## src/shared/sbs_pkg.sv

```systemverilog
// Constants, types and encodings for the strap latch and boot selector.
// Assumes one 20 MHz clock and a synchronous, active-low power-down reset.
package sbs_pkg;

  ////////////////////////////////////////////////////////////////////////////
  // Timing
  localparam int unsigned CLK_HZ = 20000000; // Core clock rate
  localparam int unsigned HOLD_MS = 3; // Strap hold after enable rises
  localparam int unsigned SETUP_MS = 0; // Strap setup before enable rises
  // Least time, rounded up, at least one cycle
  localparam int unsigned HOLD_CYCLES_RAW = (HOLD_MS * CLK_HZ + 999) / 1000;
  localparam int unsigned HOLD_CYCLES = (HOLD_CYCLES_RAW < 1) ? 1 : HOLD_CYCLES_RAW;
  localparam int unsigned SYNC_STAGES = 3; // Pin synchroniser depth

  ////////////////////////////////////////////////////////////////////////////
  // Strap value field positions
  localparam int unsigned STRAP_PRINT_BIT = 0; // Print-select strap
  localparam int unsigned STRAP_BOOT_BIT = 1; // Boot-select strap
  localparam int unsigned STRAP_W = 2; // Field width

  ////////////////////////////////////////////////////////////////////////////
  // Fuse policy encodings
  localparam logic [1:0] LOG_ALWAYS = 2'h0; // Default: print
  localparam logic [1:0] LOG_ON_LOW = 2'h1; // Print when bit is 0
  localparam logic [1:0] LOG_ON_HIGH = 2'h2; // Print when bit is 1
  localparam logic [1:0] LOG_NEVER = 2'h3; // Never print

  ////////////////////////////////////////////////////////////////////////////
  // Reset values
  localparam logic [1:0] STRAP_RESET = 2'h0; // Held bits when powered off
  localparam logic PULL_UP_RESET = 1'b1; // Boot pin pull-up default
  localparam logic PIN_RESET = 1'b0; // Pin drive and input default

  ////////////////////////////////////////////////////////////////////////////
  // Types
  typedef enum logic [2:0] {
    ST_OFF = 3'b001, // Chip powered off
    ST_HOLD = 3'b010, // Reset in progress, pins sampled
    ST_RUN = 3'b100 // Pins released
  } sbs_state_t;

  typedef struct packed {
    logic por; // Power-on reset
    logic rtc_wdt; // RTC watchdog reset
    logic brownout; // Brownout reset
    logic other; // Any other reset
  } sbs_reset_cause_t;

  typedef struct packed {
    logic boot_select; // Bit STRAP_BOOT_BIT
    logic print_select; // Bit STRAP_PRINT_BIT
  } sbs_strap_t;

  typedef struct packed {
    logic flash_boot; // Boot from SPI flash
    logic download_boot; // Download boot
    logic invalid; // Both straps low
    logic log_enable; // Boot messages printed
  } sbs_boot_t;

endpackage

```

## src/rtl/sbs_pin_sync.sv

```systemverilog
// Three-stage synchroniser for one pin with agreement filter.
// Assumes the pin is asynchronous to i_clk.
`timescale 1ns/1ps
module sbs_pin_sync #(
  parameter logic RESET_VAL = 1'b0
) (
  input wire logic i_clk,
  input wire logic i_reset_n,
  input wire logic i_pin,
  output logic o_level
);

  ////////////////////////////////////////////////////////////////////////////
  logic meta; // First stage, read only by the second
  logic stage2; // Second stage
  logic stage3; // Third stage
  logic next_level; // Filtered level next value

  // Change counts once stages two and three agree
  always_comb begin
    next_level = o_level;
    if (stage2 == stage3) begin
      next_level = stage3;
    end
  end

  // Stages and filtered level
  always_ff @(posedge i_clk) begin
    if (!i_reset_n) begin
      meta <= RESET_VAL;
      stage2 <= RESET_VAL;
      stage3 <= RESET_VAL;
      o_level <= RESET_VAL;
    end else begin
      meta <= i_pin;
      stage2 <= meta;
      stage3 <= stage2;
      o_level <= next_level;
    end
  end

endmodule

```

## src/rtl/sbs_boot_decode.sv

```systemverilog
// Decodes held strap bits and the fuse policy into boot choices.
// Pure combinational; the caller registers the result.
`timescale 1ns/1ps
module sbs_boot_decode (
  input wire sbs_pkg::sbs_strap_t i_strap,
  input wire logic [1:0] i_policy,
  output sbs_pkg::sbs_boot_t o_boot
);

  ////////////////////////////////////////////////////////////////////////////
  // Boot source and message policy
  always_comb begin
    o_boot = '0;
    // Boot bit high selects flash, print bit ignored
    o_boot.flash_boot = i_strap.boot_select;
    o_boot.download_boot = !i_strap.boot_select && i_strap.print_select;
    // Both low is a forbidden strap combination
    o_boot.invalid = !i_strap.boot_select && !i_strap.print_select;
    if (i_policy == sbs_pkg::LOG_ALWAYS) begin
      o_boot.log_enable = 1'b1;
    end else if (i_policy == sbs_pkg::LOG_ON_LOW) begin
      o_boot.log_enable = !i_strap.print_select;
    end else if (i_policy == sbs_pkg::LOG_ON_HIGH) begin
      o_boot.log_enable = i_strap.print_select;
    end else begin
      o_boot.log_enable = 1'b0;
    end
  end

endmodule

```

## src/rtl/sbs_strap_latch.sv

```systemverilog
// Strap latch and boot selector top level.
// Samples both strap pins at qualifying resets, holds them until the
// chip enable falls, decodes boot source and message policy, and hands
// the pins to their ordinary functions once reset is over.
// Assumes i_reset_cause and the fuse field come from the i_clk domain;
// the pins and the enable pin are asynchronous and are synchronised.
`timescale 1ns/1ps
module sbs_strap_latch #(
  parameter int unsigned HOLD_CYCLES = sbs_pkg::HOLD_CYCLES
) (
  input wire logic i_clk,
  input wire logic i_reset_n,
  input wire logic i_chip_enable,
  input wire sbs_pkg::sbs_reset_cause_t i_reset_cause,
  input wire logic [1:0] i_boot_log_policy_fuse,
  input wire logic i_print_select_strap_pin_in,
  input wire logic i_boot_select_strap_pin_in,
  input wire logic [1:0] i_func_out,
  input wire logic [1:0] i_func_oe,
  input wire logic i_func_boot_pull_up,
  output logic o_print_select_strap_pin_out,
  output logic o_print_select_strap_pin_oe,
  output logic o_boot_select_strap_pin_out,
  output logic o_boot_select_strap_pin_oe,
  output logic o_boot_select_pull_up,
  output logic [1:0] o_func_in,
  output logic o_chip_on,
  output logic o_pins_released,
  output logic o_strap_valid,
  output sbs_pkg::sbs_strap_t o_strap_capture_register,
  output sbs_pkg::sbs_boot_t o_boot
);

  ////////////////////////////////////////////////////////////////////////////
  // Parameter check
  localparam int unsigned CNT_W = $clog2(HOLD_CYCLES + 1);

  // Elaboration-time refusal of a hold count the counter cannot serve
  if (HOLD_CYCLES < 1) begin : g_hold_check
    $error("HOLD_CYCLES must be at least one");
  end

  localparam logic [CNT_W-1:0] HOLD_LAST = CNT_W'(HOLD_CYCLES - 1);

  ////////////////////////////////////////////////////////////////////////////
  // Synchronised pins
  logic en_level; // Chip enable after filtering
  logic print_level; // Print-select pin after filtering
  logic boot_level; // Boot-select pin after filtering

  // Enable pin, off until seen high
  sbs_pin_sync #(
    .RESET_VAL(1'b0)
  ) u_en_sync (
    .i_clk(i_clk),
    .i_reset_n(i_reset_n),
    .i_pin(i_chip_enable),
    .o_level(en_level)
  );

  // Print-select strap pin
  sbs_pin_sync #(
    .RESET_VAL(1'b0)
  ) u_print_sync (
    .i_clk(i_clk),
    .i_reset_n(i_reset_n),
    .i_pin(i_print_select_strap_pin_in),
    .o_level(print_level)
  );

  // Boot-select strap pin, pulled high by default
  sbs_pin_sync #(
    .RESET_VAL(1'b1)
  ) u_boot_sync (
    .i_clk(i_clk),
    .i_reset_n(i_reset_n),
    .i_pin(i_boot_select_strap_pin_in),
    .o_level(boot_level)
  );

  ////////////////////////////////////////////////////////////////////////////
  // Sequencer state
  sbs_pkg::sbs_state_t state; // Power and reset phase
  sbs_pkg::sbs_state_t next_state;
  logic [CNT_W-1:0] hold_cnt; // Cycles since enable or reset event
  logic [CNT_W-1:0] next_hold_cnt;
  sbs_pkg::sbs_strap_t strap; // Held strap bits
  sbs_pkg::sbs_strap_t next_strap;
  logic valid; // Strap bits captured since power-on
  logic next_valid;
  logic resample; // Capturing reset cause present, in hold or run

  // Only power-on, watchdog and brownout resets re-sample
  assign resample = i_reset_cause.por || i_reset_cause.rtc_wdt
                    || i_reset_cause.brownout;

  // Next state, hold count and strap latch
  always_comb begin
    next_state = state;
    next_hold_cnt = hold_cnt;
    next_strap = strap;
    next_valid = valid;
    case (state)
      sbs_pkg::ST_OFF: begin
        // Powered off: nothing is held
        next_strap = sbs_pkg::STRAP_RESET;
        next_valid = 1'b0;
        next_hold_cnt = '0;
        if (en_level) begin
          // Enable high powers the chip up
          next_state = sbs_pkg::ST_HOLD;
        end
      end
      sbs_pkg::ST_HOLD: begin
        if (!en_level) begin
          // Enable low powers off at once
          next_state = sbs_pkg::ST_OFF;
        end else if (resample) begin
          // A fresh capturing reset restarts the hold
          next_hold_cnt = '0;
        end else if (hold_cnt == HOLD_LAST) begin
          // Sample at the end of the hold time
          next_strap.print_select = print_level;
          next_strap.boot_select = boot_level;
          next_valid = 1'b1;
          next_state = sbs_pkg::ST_RUN;
        end else begin
          next_hold_cnt = hold_cnt + 1'b1;
        end
      end
      sbs_pkg::ST_RUN: begin
        if (!en_level) begin
          next_state = sbs_pkg::ST_OFF;
        end else if (resample) begin
          // Power-on, watchdog or brownout reset samples again
          next_hold_cnt = '0;
          next_state = sbs_pkg::ST_HOLD;
        end
        // Other resets leave the held bits alone
      end
      default: begin
        next_state = sbs_pkg::ST_OFF;
        next_hold_cnt = '0;
        next_strap = sbs_pkg::STRAP_RESET;
        next_valid = 1'b0;
      end
    endcase
  end

  // Sequencer registers
  always_ff @(posedge i_clk) begin
    if (!i_reset_n) begin
      state <= sbs_pkg::ST_OFF;
      hold_cnt <= '0;
      strap <= sbs_pkg::STRAP_RESET;
      valid <= 1'b0;
    end else begin
      state <= next_state;
      hold_cnt <= next_hold_cnt;
      strap <= next_strap;
      valid <= next_valid;
    end
  end

  ////////////////////////////////////////////////////////////////////////////
  // Boot decode
  sbs_pkg::sbs_boot_t boot_dec; // Decoded from held bits

  sbs_boot_decode u_decode (
    .i_strap(strap),
    .i_policy(i_boot_log_policy_fuse),
    .o_boot(boot_dec)
  );

  ////////////////////////////////////////////////////////////////////////////
  // Output stage
  logic running; // Pins belong to their ordinary functions
  logic next_print_out;
  logic next_print_oe;
  logic next_boot_out;
  logic next_boot_oe;
  logic next_pull_up;
  logic [1:0] next_func_in;
  sbs_pkg::sbs_strap_t next_capture;
  sbs_pkg::sbs_boot_t next_boot;

  assign running = (state == sbs_pkg::ST_RUN);

  // Pin drive, status field and decoded boot choices
  always_comb begin
    next_print_out = sbs_pkg::PIN_RESET;
    next_print_oe = sbs_pkg::PIN_RESET;
    next_boot_out = sbs_pkg::PIN_RESET;
    next_boot_oe = sbs_pkg::PIN_RESET;
    next_pull_up = sbs_pkg::PULL_UP_RESET;
    next_func_in = '0;
    next_capture = strap;
    next_boot = '0;
    if (running) begin
      // Ordinary functions own the pins
      next_print_out = i_func_out[sbs_pkg::STRAP_PRINT_BIT];
      next_print_oe = i_func_oe[sbs_pkg::STRAP_PRINT_BIT];
      next_boot_out = i_func_out[sbs_pkg::STRAP_BOOT_BIT];
      next_boot_oe = i_func_oe[sbs_pkg::STRAP_BOOT_BIT];
      next_pull_up = i_func_boot_pull_up;
      next_func_in[sbs_pkg::STRAP_PRINT_BIT] = print_level;
      next_func_in[sbs_pkg::STRAP_BOOT_BIT] = boot_level;
    end
    if (valid) begin
      next_boot = boot_dec;
    end
  end

  // Output registers
  always_ff @(posedge i_clk) begin
    if (!i_reset_n) begin
      o_print_select_strap_pin_out <= sbs_pkg::PIN_RESET;
      o_print_select_strap_pin_oe <= sbs_pkg::PIN_RESET;
      o_boot_select_strap_pin_out <= sbs_pkg::PIN_RESET;
      o_boot_select_strap_pin_oe <= sbs_pkg::PIN_RESET;
      o_boot_select_pull_up <= sbs_pkg::PULL_UP_RESET;
      o_func_in <= '0;
      o_chip_on <= 1'b0;
      o_pins_released <= 1'b0;
      o_strap_valid <= 1'b0;
      o_strap_capture_register <= sbs_pkg::STRAP_RESET;
      o_boot <= '0;
    end else begin
      o_print_select_strap_pin_out <= next_print_out;
      o_print_select_strap_pin_oe <= next_print_oe;
      o_boot_select_strap_pin_out <= next_boot_out;
      o_boot_select_strap_pin_oe <= next_boot_oe;
      o_boot_select_pull_up <= next_pull_up;
      o_func_in <= next_func_in;
      o_chip_on <= (state != sbs_pkg::ST_OFF);
      o_pins_released <= running;
      o_strap_valid <= valid;
      o_strap_capture_register <= next_capture;
      o_boot <= next_boot;
    end
  end

endmodule

```

## config.mk

```make
export PLATFORM = sky130hd
export DESIGN_NAME = sbs_strap_latch
export DESIGN_NICKNAME = d
export VERILOG_FILES = /design/src/shared/sbs_pkg.sv /design/src/rtl/sbs_pin_sync.sv /design/src/rtl/sbs_boot_decode.sv /design/src/rtl/sbs_strap_latch.sv
export SDC_FILE = /design/constraint.sdc
export NUM_CORES = 1
export LEC_CHECK = 0
export BUFFER_PORTS_ARGS = -buffer_cell sky130_fd_sc_hd__buf_2
export CORE_ASPECT_RATIO = 0.75
export CORE_UTILIZATION = 45
export DETAILED_ROUTE_END_ITERATION = 12
export PLACE_DENSITY = 0.65
export SYNTH_ARGS = -nofsm -noshare
export SYNTH_HDL_FRONTEND = slang
export SYNTH_HIERARCHICAL = 1
export SYNTH_SLANG_ARGS = --single-unit
```

## constraint.sdc

```tcl
create_clock -name i_clk -period 5.05 [get_ports i_clk]
set_input_delay 0.2525 -clock i_clk [delete_from_list [all_inputs] [get_ports i_clk]]
set_output_delay 0.2525 -clock i_clk [all_outputs]
set_load 0.005 [all_outputs]
```

# Word-level counts from Yosys, hierarchy flattened
# Cells that the tools add are included.
# classes
n_reduce_logical,12
bitwise,1
eq_ne,20
n_mul,0
shift,0
n_lt_le_gt_ge,0
add_sub_neg,1
div,0
n_mux,24
# op_table
cell,count
16-bit 2-to-1 mux,5
16-bit case mux with 2 select lines,1
3-bit 2-to-1 mux,6
16-bit by 1-bit adder with 16-bit output (second input constant),1
16-bit equality test (second input constant),1
3-bit inequality test (second input constant),4
4-bit AND reduction,3
3-bit case mux with 3 select lines,1
1-bit 2-to-1 mux,6
2-bit 2-to-1 mux,3
2-bit by 1-bit inequality test with 1-bit output (second input constant),3
2-bit inequality test (second input constant),3
2-bit case mux with 2 select lines,1
2-bit AND reduction,2
1-bit equality test,3
3-bit by 1-bit equality test with 1-bit output (second input constant),1
3-bit by 2-bit equality test with 1-bit output (second input constant),1
3-bit equality test (second input constant),1
3-bit by 1-bit inequality test with 1-bit output (second input constant),1
2-bit by 1-bit equality test with 1-bit output (second input constant),1
2-bit equality test (second input constant),1
1-bit logical AND,2
1-bit zero test,2
2-bit zero test,1
other kinds (3),4
# totals
regBits,50
output_inout_bits,16
elab_cells,90
rom_bits,0
latch_bits,0
memories,0
ram_bits,0

# Depth between registers and ports, before layout
# Gate-level depths: netlist (run 1).
# depth
depth_word,5
mapped_depth,8
depth_no_buf,6

# Hierarchy
# The synthesis (run 1) kept the hierarchy.
# by_module_without_submodules
mod,n_inst,cells_per_inst,area_per_inst_um2,seq_area_each_um2
sbs_strap_latch,1,199,1742.9,760.7
sbs_pin_sync (u_en_sync ...),2,10,116.4,80.1
sbs_pin_sync (u_boot_sync),1,10,112.6,80.1
sbs_boot_decode,1,4,30.0,0.0

# Least setup slack after synthesis (run 1)
# No wires, ideal clock.
# synth_path
path_kind,register -> register
from,register hold_cnt[10]
to,register hold_cnt[15]
setup_ns,0.086
period_less_slack_ns,2.224
arrival_time_ns,2.138
path_slack_ns,2.826
n_path_buf,3
path_stages_with_launch,9
required_ns,4.964
cell_sequence,dfxtp_1 -> buf_6 -> or4b_1 -> or4_1 -> buf_6 -> o21ai_4 -> buf_6 -> nor3_1 -> a221oi_2
# synth_between
elab_chain_cells,5
elab_cells_between_ends,8
classes_between,1 x add/sub; 2 x eq/ne; 4 x mux; 1 x reduce/logical
# synth_rtl
item,line_no,text
"start, declared",sbs_strap_latch.sv:85,logic [CNT_W-1:0] hold_cnt;
"start signal, assigned",sbs_strap_latch.sv:159,hold_cnt <= next_hold_cnt;
16-bit by 1-bit adder with 16-bit output,sbs_strap_latch.sv:128,next_hold_cnt = hold_cnt + 1'b1;
16-bit 2-to-1 mux,sbs_strap_latch.sv:121,end else if (hold_cnt == HOLD_LAST) begin
16-bit 2-to-1 mux,sbs_strap_latch.sv:118,end else if (resample) begin
16-bit 2-to-1 mux,sbs_strap_latch.sv:115,if (!en_level) begin
16-bit case mux with 2 select lines,sbs_strap_latch.sv:103,case (state)
# Parallel ways exist; a longest one is shown, timed or not. The select of a mux whose other input is x is not followed.
# A chain may end at the register's enable or synchronous reset.

# Worst setup path in the final report (run 1)
# layout_path
from,register hold_cnt[6]
to,register hold_cnt[15]
# The elaborated chain is that of the path after synthesis.

==> impl_metrics.tcl, run 1 <==
set metrics [dict create \
    dieArea_sq_um 4988 \
    instances_no_fill 316 \
    path_buf_inv 0 \
    cts_setup_buffers 0 \
    place_ws_ns 2.558 \
    maxSlewViolCount 0 \
    tns_ns 0 \
    fin_nets 276 \
    p_int_uw 498.1 \
    synthFlopType "dfxtp_1" \
    wire_per_inst_um 12.52 \
    p_seq_share_pct 62.9 \
    fin_ws_ns 2.528 \
    grt_max_degree 38 \
    crit_fanout 15 \
    hpwl_um 2668 \
    first_global_vias 1398 \
    cts_hold_buf 0 \
    r2r_start "hold_cnt[6]$_SDFFE_PN0P_" \
    total_power_uw 632.9 \
    synth_area_sq_um 2118 \
    synth_top_area_share_pct 47.25 \
    io_buffers 30 \
    antennaDiodeCount 0 \
    skew_ns 0.003517 \
    rsz0062_at_grt "no" \
    viasPerCell 5.358 \
    drt-total-wl_um 3955 \
    root_buffer "clkbuf_8" \
    gp_congestion 0.7927 \
    grt_first_pass_wirelength_um 6596 \
    cap_viol_max_count 0 \
    drtIter0Drc 139 \
    power_density_nw_per_um2 268.3 \
    fin_crit_ns 2.522 \
    crit_required_ns 5.26 \
    hp-class "in -> reg" \
    critPathKind "reg -> reg" \
    die_y_um 61.42 \
    antenna_found_initial 0 \
    worst_ep_arrival_time_ns 2.74 \
    netlist_instances 233 \
    clk_pin_slew_ns 0.09 \
    cts_made_buffers 5 \
    overflow 0 \
    dp.cells 309 \
    max_slew_margin_pct 53.35 \
    status "finished, final reports clean" \
    rrSetupSlack_ns 2.53 \
    cts_resized 0 \
    worstRegToRegCells 5 \
    power.leakage_nw 0.8814 \
    yosys.area.top_type "dfxtp_1" \
    start_kind "flop" \
    ios 32 \
    yosysUniqueCellTypes 51 \
    hold_viol 0 \
    drc 0 \
    p_clk_share_pct 35.0 \
    start_util_pct 47.15 \
    worstPathCellList "or3b_2 -> or4_1 -> o21ai_4 -> nor3_1 -> a221oi_2" \
    die_x_um 81.23 \
    ctsHtreeMaxLevel 2 \
    grt_use_total_pct 17.57 \
    area.growth.synth_to_final_pct 11.34 \
    end_kind "flop" \
    worstReg2RegEnd "hold_cnt[15]$_SDFFE_PN0P_" \
    synth_edf_count 0 \
    ys_seq_elements 50 \
    period_share_pct 49.94 \
    p_comb_share_pct 2.1 \
    yosysWarnings 6 \
    cp_slowest_stage_delay_ns 0.70 \
    drive_gt1_share_pct 19.69 \
    min_from "i_boot_select_strap_pin_in" \
    cp_top_family "simple AND/OR/NAND/NOR gates" \
    rows 21 \
    synth_nets 250 \
    hold_path_end "u_boot_sync/meta$_SDFF_PN1_" \
    p_sw_uw 134.8 \
    p_sw_share_pct 21.30 \
    utilization_pct 52.49 \
    ys_seq_area_share_pct 47.25 \
    syn_area_per_cell_sq_um 9.091 \
    cts_tree "yes" \
    yosys-top-cells-area "dfxtp_1 (47%), and3_1 (3.5%), nand2_1 (3.5%)" \
    vias 1693 \
    fmax_ghz 0.3965 \
    slowest_stage "or4_1" \
    ant_nets 0 \
    ir_drop_mv 0.1466 \
    min_path_cells 2 \
    dr.pass1.iters 5 \
    core-area_sq_um 4493 \
    clock-sinks 50 \
    ys_async_sr_fraction_pct 0 \
    clk_latency_ns 0.30 \
    tightest_slew_ns 0.6943 \
    finalSetupViolCount 0 \
    ctsLongestPathBuffers 2 \
]
routing by layer:
metal | up-vias | track usage (%) | share of wire (%)
li1 | 881 | - | -
met1 | 765 | 25.52 | 53
met2 | 42 | 25.33 | 40
met3 | 5 | 4.296 | 6.2
met4 | 0 | 6.122 | 1.1
met5 | - | 0 | 0
power by group through the flow:
| stage | registers, mW | clock network [mW] | logic [mW] |
|---|---|---|---|
| 5_1_grt | 0.399 | 0.242 | 0.0148 |
| 6_report | 0.398 | 0.222 | 0.0132 |
| 3_3_place_gp | 0.407 | 0 | 0.0131 |
| 3_5_place_dp | 0.407 | 0 | 0.0133 |
| 4_1_cts | 0.398 | 0.232 | 0.0134 |
| 2_1_floorplan | 0.407 | 0 | 0.00561 |
Yosys cell counts (2+ instances only):
| cell | instances |
|---|---|
| inv_1 | 7 |
| and2_1 | 7 |
| a21boi_1 | 2 |
| nor4_1 | 2 |
| nor4b_1 | 2 |
| xor2_1 | 4 |
| or3_1 | 2 |
| nor3b_1 | 2 |
| nor2_1 | 18 |
| nand3_1 | 7 |
| o221a_2 | 3 |
| o211ai_1 | 5 |
| o21ai_1 | 3 |
| o21ai_0 | 10 |
| a21o_1 | 3 |
| or4_1 | 4 |
| buf_6 | 3 |
| and2_2 | 2 |
| nand2_1 | 20 |
| clkbuf_1 | 6 |
| dfxtp_1 | 50 |
| nor2b_1 | 2 |
| nand2b_1 | 11 |
| a21oi_1 | 9 |
| nor3_1 | 7 |
| nand4_1 | 6 |
| and3_1 | 12 |
state kept, by name, summed over array words and instances (netlist names), 2 cells and up:
name,cells
state,3
hold_cnt,16
o_func_in,2
next_capture,2
o_boot,4
o_strap_capture_register,2
cell families after synthesis:
| kind of cell | after synthesis | synth area share [%] |
|---|---|---|
| flops | 50 | 47.25 |
| simple gates | 112 | 29.47 |
| xor+xnor | 5 | 2.067 |
| buf+inv | 19 | 4.666 |
| compound gates | 45 | 15.48 |
| fa+ha+maj | 1 | 0.5906 |
| mux | 1 | 0.4726 |
through the flow:
step	hold WS, ns	cell area, sq um
floorplan	0.3255	2118
global placement	0.3912	2275
detailed placement	0.3984	2275
CTS	0.1208	2359
global route	0.1276	2359
finish	0.1291	2359
worst reg2reg max path, delay by kind of cell, from the launching register on:
family / cells / cell delay, ns
simple gates: 3 / 1.30
compound gates: 2 / 0.66
flops: 1 / 0.48
cells in the final DEF, fill, tap and decap left out, drive strengths merged, types with 9 or more instances in the layout:
master and instances:
o21ai 14, and2 9, nor2 18, buf 31, nand2b 11, dfxtp 50
and3 12, a21oi 9, nand2 21
layout make-up:
class	count	area, sq um
Fill cell	419	2135
Multi-Input combinational cell	164	1018
Sequential cell	50	1001
Timing Repair Buffer	31	157.7
Tap cell	57	71.32
Clock buffer	5	68.82
Inverter	7	26.28
Clock inverter	2	15.01
worst max path at each step:
stage                              startpoint                        end  slack (ns)  cells past startpoint
CTS                  hold_cnt[6]$_SDFFE_PN0P_  hold_cnt[15]$_SDFFE_PN0P_        2.51                      5
finish               hold_cnt[6]$_SDFFE_PN0P_  hold_cnt[15]$_SDFFE_PN0P_        2.53                      5
global route         hold_cnt[6]$_SDFFE_PN0P_  hold_cnt[15]$_SDFFE_PN0P_        2.38                      5
detailed placement   hold_cnt[6]$_SDFFE_PN0P_  hold_cnt[15]$_SDFFE_PN0P_        2.56                      5
global placement     hold_cnt[6]$_SDFFE_PN0P_  hold_cnt[15]$_SDFFE_PN0P_        2.56                      5
floorplan           hold_cnt[10]$_SDFFE_PN0P_  hold_cnt[15]$_SDFFE_PN0P_        2.83                      8
Power figures use the tool's default switching activity.
==> run 2, diff against run 1 <==
--- a/config.mk
+++ b/config.mk
@@ -9,7 +9,7 @@
 export CORE_ASPECT_RATIO = 0.75
 export CORE_UTILIZATION = 45
 export DETAILED_ROUTE_END_ITERATION = 12
-export PLACE_DENSITY = 0.65
+export PLACE_DENSITY = 0.68
 export SYNTH_ARGS = -nofsm -noshare
 export SYNTH_HDL_FRONTEND = slang
 export SYNTH_HIERARCHICAL = 1
==> constraint.sdc (replaced) <==
create_clock -name i_clk -period 2.3 [get_ports i_clk]
set_input_delay 0.115 -clock i_clk [delete_from_list [all_inputs] [get_ports i_clk]]
set_output_delay 0.115 -clock i_clk [all_outputs]
set_load 0.005 [all_outputs]
==> run 2 against run 1 <==
Effect of this change: wire length rose by 11%; critical path depth rose by 1; die area did not move; clock skew rose by 0.00092 ns; non-clock buffer count rose by 18; power rose by 130%; first-iteration DRC count fell by 24%; critical path type unchanged; highest routed layer unchanged.
==> impl_metrics.tcl, run 2 (synthesis gave the netlist of run 1 again) <==
set metrics [dict create \
    drt-total-wl_um 4391 \
    cts_made_buffers 5 \
    antenna_found_initial 0 \
    start_util_pct 47.15 \
    hold_viol 0 \
    power_density_nw_per_um2 568.1 \
    crit_fanout 5 \
    ios 32 \
    fin_nets 294 \
    clock-sinks 50 \
    start_kind "flop" \
    final_common_cell "dfxtp_1" \
    viasPerCell 5.400 \
    grt_use_met2_pct 27.61 \
    tightest_slew_ns 0.6958 \
    core-area_sq_um 4493 \
    gp_congestion 0.8665 \
    grt_first_pass_wirelength_um 7072 \
    fmax_ghz 0.4508 \
    drive_gt1_share_pct 24.10 \
    dr.pass1.iters 4 \
    finalSetupViolCount 0 \
    ir_drop_mv 0.3142 \
    clk_pin_slew_ns 0.09 \
    tns_ns 0 \
    regMostFlops "hold_cnt" \
    period_share_pct 96.44 \
    vias 1809 \
    cts_resized 0 \
    hold_path_end "u_en_sync/meta$_SDFF_PN0_" \
    first_global_vias 1566 \
    cts_setup_buffers 0 \
    ctsHtreeMaxLevel 2 \
    worst_ep_arrival_time_ns 2.40 \
    clk_latency_ns 0.30 \
    cts_tree "yes" \
    overflow 0 \
    dp.cells 324 \
    ant_nets 0 \
    critPathKind "reg -> reg" \
    grt_use_total_pct 19.12 \
    min_from "i_chip_enable" \
    crit_required_ns 2.48 \
    final_cell_mix "dfxtp_1 (50), buf_2 (30), nand2_1 (20), nor2_1 (18), buf_4 (15)" \
    die_x_um 81.23 \
    slowest_stage "or4_1" \
    largest_registers "hold_cnt (16), o_boot (4), state (3)" \
    cp_slowest_stage_delay_ns 0.66 \
    worstRegToRegCells 6 \
    rows 21 \
    use_met1_pct 26.82 \
    r2r_start "hold_cnt[8]$_SDFFE_PN0P_" \
    area.growth.synth_to_final_pct 19.20 \
    rsz0062_at_grt "no" \
    power.leakage_nw 0.9848 \
    antennaDiodeCount 0 \
    maxSlewViolCount 0 \
    grt_busiest_layer "met2" \
    status "finished, final reports clean" \
    use_met3_pct 5.333 \
    drc 0 \
    io_buffers 30 \
    min_path_cells 2 \
    hp-class "in -> reg" \
    skew_ns 0.004437 \
    grt_max_degree 37 \
    rrSetupSlack_ns 0.08 \
    fin_crit_ns 2.218 \
    die_y_um 61.42 \
    worstPathCellList "or4b_1 -> or4_1 -> buf_4 -> o2111ai_1 -> xor2_1 -> nor2_1" \
    drtIter0Drc 106 \
    max_slew_margin_pct 53.26 \
    hpwl_um 3121 \
    dieArea_sq_um 4988 \
    largest_reg_flops 16 \
    ctsLongestPathBuffers 2 \
    fillCellCount 422 \
    total_power_mw 1.434 \
    worstReg2RegEnd "hold_cnt[9]$_SDFFE_PN0P_" \
    instances_no_fill 335 \
    root_buffer "clkbuf_8" \
    cap_viol_max_count 0 \
    end_kind "flop" \
    wire_per_inst_um 13.11 \
]
run 2: what timing repair did:
item                                    in CTS  in global routing
hold buffers                                 3                  0
endpoints found under the setup margin       0                  0
hold endpoints to repair                     3                  0
run 2: cell type report:
| type | count | area, sq um | area share [%] |
|---|---|---|---|
| clock buffers | 6 | 82.58 | 3.271 |
| clock inverters | 2 | 12.51 | 0.4955 |
| inverters | 7 | 26.28 | 1.041 |
| multi-input cells | 164 | 1018 | 40.34 |
| flip-flops and latches | 50 | 1001 | 39.64 |
| well taps | 57 | 71.32 | 2.825 |
| repair buffers | 49 | 312.8 | 12.39 |
run 2: stage by stage:
stage / area (sq um) / hold slack [ns] / utilization [%] / setup slack [ns]
6_report: 2525 / 0.007696 / 56.20 / 0.08182
5_1_grt: 2525 / 0.0001534 / 56.20 / 0.001996
4_1_cts: 2525 / 0.002352 / 56.20 / 0.07342
3_5_place_dp: 2400 / 0.3006 / 53.41 / 0.08711
3_3_place_gp: 2400 / 0.2969 / 53.41 / 0.07232
2_1_floorplan: 2118 / 0.1880 / - / 0.07613
run 2: per-layer routing:
metal | share of wire [%] | wire length (um) | up-vias
met5 | 0 | 0 | -
li1 | - | - | 909
met4 | 1.3 | 57 | 0
met1 | 51 | 2234 | 847
met2 | 43 | 1870 | 49
met3 | 5.2 | 229 | 4
run 2: where the power goes:
part / switching, mW / internal [mW]
Combinational: 0.0159 / 0.0188
Sequential: 0.00273 / 0.871
Clock: 0.284 / 0.242
run 2: worst max path at each step:
| stage | cells after the start | to | startpoint | slack (ns) |
|---|---|---|---|---|
| 2_1_floorplan | 8 | hold_cnt[15]$_SDFFE_PN0P_ | hold_cnt[10]$_SDFFE_PN0P_ | 0.08 |
| 3_5_place_dp | 6 | hold_cnt[9]$_SDFFE_PN0P_ | hold_cnt[8]$_SDFFE_PN0P_ | 0.09 |
| 6_report | 6 | hold_cnt[9]$_SDFFE_PN0P_ | hold_cnt[8]$_SDFFE_PN0P_ | 0.08 |
| 3_3_place_gp | 6 | hold_cnt[9]$_SDFFE_PN0P_ | hold_cnt[8]$_SDFFE_PN0P_ | 0.07 |
| 4_1_cts | 6 | hold_cnt[9]$_SDFFE_PN0P_ | hold_cnt[8]$_SDFFE_PN0P_ | 0.07 |
| 5_1_grt | 6 | hold_cnt[9]$_SDFFE_PN0P_ | hold_cnt[8]$_SDFFE_PN0P_ | 0.002 |
run 2: critical path: cells and delay by family, from the launching register on:
family	cells	cell delay (ns)
AOI/OAI and AO/OA	1	0.20
xor gates and xnor gates	1	0.17
buffers and inverters	1	0.22
DFF	1	0.31
and+or+nand+nor	3	1.21
